**src/common/dop_pkg.sv**
```systemverilog
// Package for the output channel block: data word layout, routing and timing constants.
// Assumes a single 25 MHz system clock domain.
package dop_pkg;

	localparam int          DOP_WORD_W       = 16;
	localparam int          DOP_DUTY_W       = 12;
	localparam int          DOP_DUTY_LSB     = 4;
	localparam int          DOP_DUTY_MSB     = 15;
	localparam logic [15:0] DOP_WORD_RST     = 16'h0000;

	// Power-on control register and its power bits
	localparam logic [7:0]  DOP_PWR_ADDR     = 8'h31;
	localparam int          DOP_PWR_DAC_BIT  = 0;
	localparam int          DOP_PWR_OP_BIT   = 1;

	// Channel configuration word layout
	localparam int          DOP_CFG_W        = 6;
	localparam int          DOP_CFG_SRC_PWM  = 0;
	localparam int          DOP_CFG_DRV_SM   = 1;
	localparam int          DOP_CFG_PWM_EN   = 2;
	localparam int          DOP_CFG_REF_EXT  = 3;
	localparam int          DOP_CFG_SM_ALONE = 4;
	localparam int          DOP_CFG_LG_ALONE = 5;
	localparam logic [5:0]  DOP_CFG_RST      = 6'h00;

	// Duty step timing
	localparam int          DOP_CLK_HZ       = 25000000;
	localparam int          DOP_NOM_HZ       = 4000000;
	localparam int          DOP_STEP_NS      = 2000;
	localparam int          DOP_CLK_NS       = 1000000000 / DOP_CLK_HZ;
	localparam int          DOP_STEP_CYC     = (DOP_STEP_NS + DOP_CLK_NS - 1) / DOP_CLK_NS;
	localparam int          DOP_PRE_W        = 8;
	localparam logic [7:0]  DOP_PRE_LAST     = 8'(DOP_STEP_CYC - 1);
	localparam logic [11:0] DOP_CNT_LAST     = 12'hFFF;
	localparam logic [11:0] DOP_SIGN_FLIP    = 12'h800;

	typedef enum logic [2:0]
	{
		DOP_RT_OFF = 3'b001,
		DOP_RT_LG  = 3'b010,
		DOP_RT_SM  = 3'b100
	} dop_route_t;

endpackage

```
**src/rtl/dop_pwm.sv**
```systemverilog
// Pulse-width generator with period-boundary duty reload.
// Assumes a duty word on the same clock; counts one step per prescaler wrap.
module dop_pwm
	import dop_pkg::*;
(
	input  wire logic                  sys_clk,
	input  wire logic                  rst,
	input  wire logic                  enable,
	input  wire logic [DOP_DUTY_W-1:0] duty_code,
	output logic                       pwm_out,
	output logic                       period_end
);

	logic [DOP_PRE_W-1:0]  pre_r;
	logic [DOP_DUTY_W-1:0] cnt_r;
	logic [DOP_DUTY_W-1:0] duty_r;
	logic                  out_r;
	wire                   step_tick;
	wire                   wrap;
	wire  [DOP_DUTY_W-1:0] cnt_nxt;
	wire  [DOP_DUTY_W-1:0] duty_nxt;
	wire  [DOP_DUTY_W-1:0] thresh;

	assign step_tick  = (pre_r == DOP_PRE_LAST);
	assign wrap       = step_tick && (cnt_r == DOP_CNT_LAST);
	assign cnt_nxt    = step_tick ? cnt_r + 12'h001 : cnt_r;
	// New period compares against the duty it loads
	assign duty_nxt   = wrap ? duty_code : duty_r;
	assign thresh     = duty_nxt ^ DOP_SIGN_FLIP;
	assign pwm_out    = out_r;
	assign period_end = wrap && enable;

	always_ff @(posedge sys_clk)
	begin
		if (rst || !enable)
		begin
			// Parked on last step so enabling starts a full first step
			pre_r  <= DOP_PRE_LAST;
			cnt_r  <= DOP_CNT_LAST;
			duty_r <= duty_code;
		end
		else
		begin
			pre_r <= step_tick ? '0 : pre_r + 8'h01;
			cnt_r <= cnt_nxt;
			if (wrap)
				duty_r <= duty_code;
		end
	end

	// Output high while counter below offset duty
	always_ff @(posedge sys_clk)
	begin
		if (rst || !enable)
			out_r <= 1'b0;
		else
			out_r <= (cnt_nxt < thresh);
	end

endmodule

```
**src/rtl/dop_channel.sv**
```systemverilog
// Output channel control: data word, power gating, pulse-width, DAC code and switch routing.
// Assumes CPU writes arrive as single-cycle strobes on sys_clk; analog parts sit outside.
module dop_channel
	import dop_pkg::*;
(
	input  wire logic                  sys_clk,
	input  wire logic                  rst,
	input  wire logic                  data_wr,
	input  wire logic [DOP_WORD_W-1:0] data_wdata,
	output logic      [DOP_WORD_W-1:0] output_data_word,
	input  wire logic                  pwr_wr,
	input  wire logic [7:0]            pwr_addr,
	input  wire logic [DOP_WORD_W-1:0] pwr_wdata,
	output logic                       converter_power_bit,
	output logic                       amplifier_power_bit,
	input  wire logic                  cfg_wr,
	input  wire logic [DOP_CFG_W-1:0]  cfg_wdata,
	output logic      [DOP_CFG_W-1:0]  cfg_rdata,
	output logic      [DOP_WORD_W-1:0] dac_code,
	output logic                       dac_en,
	output logic                       dac_ref_ext,
	output logic                       dac_to_large,
	output logic                       dac_to_small,
	output logic                       large_amp_en,
	output logic                       small_amp_en,
	output logic                       large_amp_buffer,
	output logic                       small_amp_buffer,
	output logic                       amp_inverting_pin_large_oe,
	output logic                       amp_inverting_pin_small_oe,
	output logic                       pwm_level,
	output logic                       large_drive_pin_pwm,
	output logic                       small_drive_pin_pwm,
	output logic                       pwm_period_end
);

	// ------------------------------------------------------------
	// Registers
	// ------------------------------------------------------------
	logic [DOP_WORD_W-1:0] word_r;
	logic [DOP_CFG_W-1:0]  cfg_r;
	logic                  pwr_dac_r;
	logic                  pwr_op_r;
	wire                   pwr_hit;

	assign pwr_hit = pwr_wr && (pwr_addr == DOP_PWR_ADDR);

	always_ff @(posedge sys_clk)
	begin
		if (rst)
		begin
			word_r    <= DOP_WORD_RST;
			cfg_r     <= DOP_CFG_RST;
			pwr_dac_r <= 1'b0;
			pwr_op_r  <= 1'b0;
		end
		else
		begin
			if (data_wr)
				word_r <= data_wdata;
			if (cfg_wr)
				cfg_r <= cfg_wdata;
			if (pwr_hit)
			begin
				pwr_dac_r <= pwr_wdata[DOP_PWR_DAC_BIT];
				pwr_op_r  <= pwr_wdata[DOP_PWR_OP_BIT];
			end
		end
	end

	assign output_data_word    = word_r;
	assign cfg_rdata           = cfg_r;
	assign converter_power_bit = pwr_dac_r;
	assign amplifier_power_bit = pwr_op_r;

	// ------------------------------------------------------------
	// Source and routing decode
	// ------------------------------------------------------------
	wire        src_pwm;
	wire        drv_small;
	wire        pwm_on;
	dop_route_t route;
	wire        large_busy_pwm;
	wire        small_busy_pwm;

	assign src_pwm = cfg_r[DOP_CFG_SRC_PWM];
	assign drv_small = cfg_r[DOP_CFG_DRV_SM];
	assign pwm_on = cfg_r[DOP_CFG_PWM_EN] | src_pwm;

	// DAC path needs its power; route wins over pwm for the driver pin
	assign route = !pwr_dac_r ? DOP_RT_OFF : (drv_small ? DOP_RT_SM : DOP_RT_LG);

	assign small_busy_pwm = pwm_on && (route != DOP_RT_SM);
	assign large_busy_pwm = pwm_on && (route == DOP_RT_SM);

	// ------------------------------------------------------------
	// Amplifier and switch outputs
	// ------------------------------------------------------------
	wire lg_dac;
	wire sm_dac;

	assign lg_dac = (route == DOP_RT_LG) && pwr_op_r;
	assign sm_dac = (route == DOP_RT_SM) && pwr_op_r;

	assign dac_en       = pwr_dac_r;
	assign dac_code     = word_r;
	assign dac_ref_ext  = cfg_r[DOP_CFG_REF_EXT];
	assign dac_to_large = lg_dac;
	assign dac_to_small = sm_dac;

	assign large_amp_en = pwr_op_r && !large_busy_pwm;
	assign small_amp_en = pwr_op_r && !small_busy_pwm;

	// DAC drivers forced to buffer; free amps follow their mode bit
	assign large_amp_buffer = lg_dac || !cfg_r[DOP_CFG_LG_ALONE];
	assign small_amp_buffer = sm_dac || !cfg_r[DOP_CFG_SM_ALONE];

	// Inverting pin only reachable in stand-alone mode
	assign amp_inverting_pin_large_oe = large_amp_en && !large_amp_buffer;
	assign amp_inverting_pin_small_oe = small_amp_en && !small_amp_buffer;

	// ------------------------------------------------------------
	// Pulse-width output
	// ------------------------------------------------------------
	wire pwm_raw;

	dop_pwm u_pwm
	(
		.sys_clk    (sys_clk),
		.rst        (rst),
		.enable     (pwm_on),
		.duty_code  (word_r[DOP_DUTY_MSB:DOP_DUTY_LSB]),
		.pwm_out    (pwm_raw),
		.period_end (pwm_period_end)
	);

	assign pwm_level           = pwm_raw;
	assign small_drive_pin_pwm = small_busy_pwm;
	assign large_drive_pin_pwm = large_busy_pwm;

endmodule

```
**config.mk**
```make
export PLATFORM = sky130hd
export DESIGN_NAME = dop_channel
export DESIGN_NICKNAME = d
export VERILOG_FILES = /design/src/common/dop_pkg.sv /design/src/rtl/dop_pwm.sv /design/src/rtl/dop_channel.sv
export SDC_FILE = /design/constraint.sdc
export NUM_CORES = 1
export LEC_CHECK = 0
export BUFFER_PORTS_ARGS = -buffer_cell sky130_fd_sc_hd__buf_2
export CORE_ASPECT_RATIO = 1.25
export CORE_MARGIN = 8
export CORE_UTILIZATION = 40
export CTS_CLUSTER_DIAMETER = 80
export DETAILED_ROUTE_END_ITERATION = 7
export PLACE_DENSITY_LB_ADDON = 0.3
export SLEW_MARGIN = 25
export SYNTH_ARGS = -nofsm -noshare
export SYNTH_HDL_FRONTEND = slang
export SYNTH_SLANG_ARGS = --single-unit
```
**constraint.sdc**
```tcl
create_clock -name sys_clk -period 6.2 [get_ports sys_clk]
set_input_delay 0 -clock sys_clk [delete_from_list [all_inputs] [get_ports sys_clk]]
set_output_delay 0 -clock sys_clk [all_outputs]
set_load 0.02 [all_outputs]
```
==> flow_summary_export.csv, run 1 <==
group,metric,value,unit
run_status,status,"completed",
job,maxCapViolCount,0,
synth,ys_async_sr_fraction,0,%
sta,post-route-period-util,51.0,%
drt,wl_per_cell,14.0,um
global_route,grt_pass1_vias,2331,
power,power,1.07,mW
drt,via_per_inst,4.91,
critical_path,crit_path_start_kind,"flop",
clock_network,cts_buffer_depth,2,
floorplanning,core_area,6890,um^2
global_route,grt_pass1_wl,10.7,mm
sta,slew_headroom,44.0,%
synth,yosys.area.top_type,"dfxtp_1",
place,dp.cells,435,
synth,synth-seq-cells,57,
synth,synth_edf_count,0,
synth,synth_nets,348,
place,dpl.hpwl,4.65,mm
clock_network,cts_tree,"yes",
synth,netlist.area_leader.share,40.3,%
critical_path,critical-path-top-delay-family,"simple AND/OR/NAND/NOR gates",
min_path,holdPathStages,3,
critical_path,path_max_fanout,14,
synth,synth_ff_type,"dfxtp_1",
place,place_congestion,0.784,
critical_path,rr_endpoint,"u_pwm.pwm_out$_SDFF_PP0_",
floorplanning,fp-row-count,34,
critical_path,slowest_stage,"and2_1",
finish,nets,445,
clock_network,clk_latency,330,ps
synth,synth_area_leaders,"dfxtp_1 (40%), mux2i_1 (12%), ha_1 (6.2%)",
floorplanning,num_io_pins,105,
clock_network,clockRootBuffer,"clkbuf_8",
clock_network,clock_sinks,57,
critical_path,slowest_delay,480,ps
critical_path,timing.rr.start,"u_pwm.pre_r[0]$_SDFF_PP1_",
sta,fmax,0.316,GHz
clock_network,htreeDepth,3,
finish,num_antenna_cells,0,
critical_path,arrival,3390,ps
synth,yosysWarnings,0,
power,p_per_area,295,nW/um^2
floorplanning,start_util,41.1,%
synth,syn_area_per_cell,10.0,um^2
synth,yosysSeqAreaShare,40.3,%
drt,drt_wl_total,6.61,mm
finish,final_core_util,52.8,%
sta,holdWs,53.3,ps
clock_network,cts_resized,0,
sta,tns,0,ps
critical_path,end_kind,"flop",
sta,finalSetupViolations,0,
sta,tightest_slew,836,ps
place,numPortBuffers,90,
floorplanning,die_area,10000,um^2
sta,finalClockSkew,4.35,ps
drt,vias,2324,
drt,firstDrtPassIters,4,
critical_path,crit_required,6430,ps
finish,instances_no_fill,473,
sta,layout_min_cycle_time,3160,ps
floorplanning,die_height,110,um
global_route,overflow,0,
sta,rsz0062_at_grt,"false",
power,ir_worst_vdd,0.189,mV
finish,drive_gt1_share,32.4,%
synth,syn-cell-area,2830,um^2
power,total_leakage_power,1.78,nW
floorplanning,die_w,91.3,um
sta,hold_violations,0,
clock_network,post_cts_buffers,0,
critical_path,crit_chain,"ha_1, nor4b_2, and2_1, nand2_2, mux2_2, ha_1, nand4_1, nor3_1, nand4_1, and4_1",
global_route,grt_max_degree,33,
drt,antenna_left,0,
synth,yosysUniqueCellTypes,37,
finish,syn_to_final_growth,28.5,%
sta,final_max_slew_viol_count,0,
synth,netlist_instances,283,
min_path,hold_class,"in2reg",
global_route,antenna_found_initial,0,
critical_path,path_class,"reg2reg",
min_path,hold_path_end,"cfg_rdata[5]$_SDFFE_PP0P_",
clock_network,cts_inserted_buffers,9,
clock_network,holdBufCountCts,24,
global_route,grt.total_usage,13.1,%
critical_path,reg2reg_slack,3040,ps
critical_path,ff2ff_path_depth,10,
clock_network,path_clk_slew,60,ps
drt,drc,0,
critical_path,worst-path-buf-inv,0,
min_path,worstHoldStart,"cfg_wr",
drt,drtIter0Drc,97,
-- where the power goes --
part	internal, mW	switching (mW)
clock	0.191	0.140
sequential	0.393	0.0222
combinational	0.153	0.173
-- stage by stage --
stage | worst slack [ps] | area, um^2
floorplan | 3850 | 2830
CTS | 3000 | 3640
finish | 3040 | 3640
global placement | 3060 | 3210
detailed placement | 3010 | 3210
global route | 2690 | 3640
-- Yosys cell counts, types with 2 or more instances --
cell type	count
a21oi_1	5
nor3b_1	2
mux2_4	10
buf_2	3
ha_1	14
clkbuf_1	7
o21ai_0	6
nor2_1	39
dfxtp_1	57
xnor2_1	11
and3_1	3
mux2i_1	34
nand4_1	9
inv_1	2
and4_1	3
nand2_1	10
or3_1	5
nor3_1	5
nand4b_1	2
xor2_1	6
buf_4	18
nor2b_1	3
nand2b_1	8
mux2_2	4
nand3_1	5
-- worst register-to-register path, cell delays in order (launching register included) --
cell	delay, ps
dfxtp_1	370
ha_1	160
nor4b_2	280
and2_1	480
nand2_2	370
mux2_2	380
ha_1	290
nand4_1	110
nor3_1	270
nand4_1	130
and4_1	210
-- how the worst max path moves through the flow --
stage,start,endpoint,slack (ps),depth (start not counted)
finish,u_pwm.pre_r[0]$_SDFF_PP1_,u_pwm.pwm_out$_SDFF_PP0_,3040,10
global route,u_pwm.pre_r[0]$_SDFF_PP1_,u_pwm.pwm_out$_SDFF_PP0_,2690,10
CTS,u_pwm.pre_r[0]$_SDFF_PP1_,u_pwm.pwm_out$_SDFF_PP0_,3000,10
detailed placement,u_pwm.pre_r[0]$_SDFF_PP1_,u_pwm.pwm_out$_SDFF_PP0_,3010,10
global placement,u_pwm.pre_r[0]$_SDFF_PP1_,u_pwm.pwm_out$_SDFF_PP0_,3060,10
floorplan,u_pwm.pre_r[0]$_SDFF_PP1_,u_pwm.pwm_out$_SDFF_PP0_,3850,11
-- flip-flops by register name (all words and copies together), names as in the netlist --
signal,cells
dac_code,16
u_pwm.cnt_r,12
u_pwm.duty_r,12
u_pwm.pre_r,8
cfg_rdata,6
amplifier_power_bit,1
converter_power_bit,1
u_pwm.pwm_out,1
-- cell type report --
class	instances	area [um^2]
clock buffers	11	141
clock inverters	3	42.5
fillers	639	3250
inverters	2	7.51
multi-input cells	195	1500
flip-flops and latches	57	1140
well taps	90	113
repair buffers	115	698
-- per-layer routing --
layer | vias to the layer above | part of all wire [%] | track usage (%)
met3 | 9 | 5.8 | 5.22
met5 | - | 0 | 0
met2 | 59 | 51 | 23.6
met4 | 0 | 2.2 | 6.10
li1 | 1154 | - | -
met1 | 1102 | 41 | 13.1
-- kinds of logic (layout without fill, tap and decap cells) --
family | Yosys count | in the layout | share of synthesized area [%]
buffers and inverters | 31 | 131 | 6.89
DFF | 57 | 57 | 40.3
AOI/OAI and AO/OA | 13 | 13 | 2.47
muxes | 48 | 48 | 18.9
and+or+nand+nor | 103 | 103 | 20.0
xor gates and xnor gates | 17 | 17 | 5.26
adders and majority gates | 14 | 14 | 6.19
-- cells in the final DEF, fill, tap and decap left out, types with 2 or more instances in the layout --
master and count:
buf_2 90, dfxtp_1 57, nor2_1 39, mux2i_1 34
dlygate4sd3_1 24, ha_1 14, xnor2_1 11, nand2_1 10
mux2_4 10, clkbuf_8 10, nand4_1 9, nand2b_1 8
xor2_1 6, o21ai_0 6, nand3_1 5, nor3_1 5
a21oi_1 5, or3_1 5, mux2_2 4, and4_1 3
and3_1 3, nor2b_1 3, inv_1 2, nor3b_1 2
nand4b_1 2
(Power assumes the default switching activity.)
==> inputs of run 2 (changes only) <==
clock period = 3 ns   (was 6.2 ns; I/O delays follow)
==> run 2 against run 1 <==
Fmax is 15% higher. Worst setup slack worse by 2800 ps. Sequential share of layout area is 0.46 points lower.
==> flow_summary_export.csv, run 2 (same netlist as run 1, synthesis figures left out) <==
group,metric,value,unit
run_status,status,"completed",
sta,tns,0,ps
global_route,use_met2,24.5,%
place,post_dp_cell_area,3260,um^2
sta,hold_violations,0,
min_path,worstHoldStart,"cfg_wr",
job,maxCapViolCount,0,
power,p_per_area,612,nW/um^2
drt,firstDrtPassIters,4,
min_path,holdPathStages,3,
critical_path,crit_required,3230,ps
global_route,grt.total_usage,13.2,%
drt,drtIter0Drc,70,
clock_network,clockRootBuffer,"clkbuf_8",
global_route,gr-usage-met1,12.7,%
sta,postLayoutSetupSlackWorst,261,ps
finish,design_area,3690,um^2
place,numPortBuffers,90,
floorplanning,num_io_pins,105,
critical_path,startpoint,"u_pwm.pre_r[0]$_SDFF_PP1_",
floorplanning,die_height,110,um
min_path,hold_path_end,"cfg_rdata[5]$_SDFFE_PP0P_",
min_path,hold_class,"in2reg",
clock_network,htreeDepth,3,
clock_network,path_clk_slew,60,ps
finish,layout.cells.most_common,"buf_2",
clock_network,clk_latency,340,ps
sta,rsz0062_at_grt,"false",
critical_path,path_max_fanout,10,
drt,vias,2285,
sta,tightest_slew,614,ps
global_route,grt_pass1_wl,10.7,mm
sta,layout_min_cycle_time,2740,ps
global_route,antenna_found_initial,0,
critical_path,timing.rr.start,"u_pwm.pre_r[0]$_SDFF_PP1_",
global_route,grt_max_degree,33,
drt,antenna_left,0,
finish,nets,449,
clock_network,cts_buffer_depth,2,
power,total_leakage_power,1.81,nW
finish,num_antenna_cells,0,
critical_path,end_kind,"flop",
finish,syn_to_final_growth,30.4,%
place,dpl.hpwl,4.65,mm
finish,fillerInstances,646,
finish,drive_gt1_share,33.2,%
sta,final_max_slew_viol_count,0,
critical_path,crit_path_start_kind,"flop",
critical_path,rr_endpoint,"u_pwm.pwm_out$_SDFF_PP0_",
global_route,overflow,0,
clock_network,post_cts_buffers,0,
power,ir_worst_vdd,0.440,mV
drt,wl_per_cell,13.6,um
sta,fmax,0.365,GHz
drt,drt_wl_total,6.50,mm
sta,slew_headroom,59.0,%
floorplanning,die_area,10000,um^2
floorplanning,die_w,91.3,um
finish,layout_common_cells,"buf_2 (90), dfxtp_1 (57), nor2_1 (39)",
finish,largest_reg_flops,16,
sta,finalClockSkew,7.70,ps
drt,drc,0,
place,place_congestion,0.769,
sta,holdWs,52.9,ps
clock_network,cts_inserted_buffers,9,
critical_path,reg2reg_slack,260,ps
global_route,grt_pass1_vias,2404,
sta,finalSetupViolations,0,
clock_network,cts_tree,"yes",
clock_network,clock_sinks,57,
place,dp_slack,261,ps
sta,post-route-period-util,91.3,%
critical_path,ff2ff_path_depth,11,
drt,via_per_inst,4.78,
floorplanning,start_util,41.1,%
critical_path,path_class,"reg2reg",
floorplanning,fp-row-count,34,
global_route,use_met3,4.74,%
floorplanning,core_area,6890,um^2
critical_path,arrival,2970,ps
global_route,gr-max-usage-layer,"met2",
run 2: cell type report:
| type | count | area, um^2 | area share (%) |
|---|---|---|---|
| Timing Repair Buffer | 119 | 741 | 20.1 |
| Multi-Input combinational cell | 195 | 1500 | 40.5 |
| Clock buffer | 12 | 155 | 4.20 |
| Tap cell | 90 | 113 | 3.05 |
| Clock inverter | 3 | 40.0 | 1.08 |
| Sequential cell | 57 | 1140 | 30.9 |
| Inverter | 2 | 7.51 | 0.203 |
run 2: where the power goes:
group,switching (mW),leakage [nW],internal (mW)
sequential,0.0434,0.468,0.812
combinational,0.360,1.24,0.343
clock,0.282,0.102,0.421
run 2: layer usage:
metal  part of all wire [%]  up-vias
met4                    2.5        0
met2                     52       59
met5                      0        -
met3                    5.5       10
li1                       -     1159
met1                     40     1057
run 2: worst max-delay path by stage:
stage / to / slack (ps) / cells past startpoint
finish: u_pwm.pwm_out$_SDFF_PP0_ / 260 / 11
detailed placement: u_pwm.pwm_out$_SDFF_PP0_ / 260 / 11
global placement: u_pwm.pwm_out$_SDFF_PP0_ / 300 / 11
global route: u_pwm.pwm_out$_SDFF_PP0_ / 40 / 11
CTS: u_pwm.pwm_out$_SDFF_PP0_ / 250 / 11
floorplan: u_pwm.pwm_out$_SDFF_PP0_ / 650 / 11
run 2: metrics by stage:
stage | utilization [%] | std cells | power [mW]
finish | 53.6 | 478 | 2.26
global placement | 47.3 | 439 | 1.54
CTS | 53.6 | 478 | 2.29
global route | 53.6 | 478 | 2.40
floorplan | - | 283 | 1.39
detailed placement | 47.3 | 439 | 1.55
run 2: timing repair:
item | in CTS | in global routing
hold endpoints to repair | 24 | 0
resized for setup | 0 | 0
hold buffers | 24 | 0
run 2: critical path, cell delays in order (launching register included):
cell and delay, ps:
dfxtp_1 380, ha_1 170, nor4b_2 280, and2_1 270, buf_4 190, nand4_1 140
xnor2_1 180, ha_1 310, nand4_1 120, nor3_1 280, nand4_1 130, and4_1 190
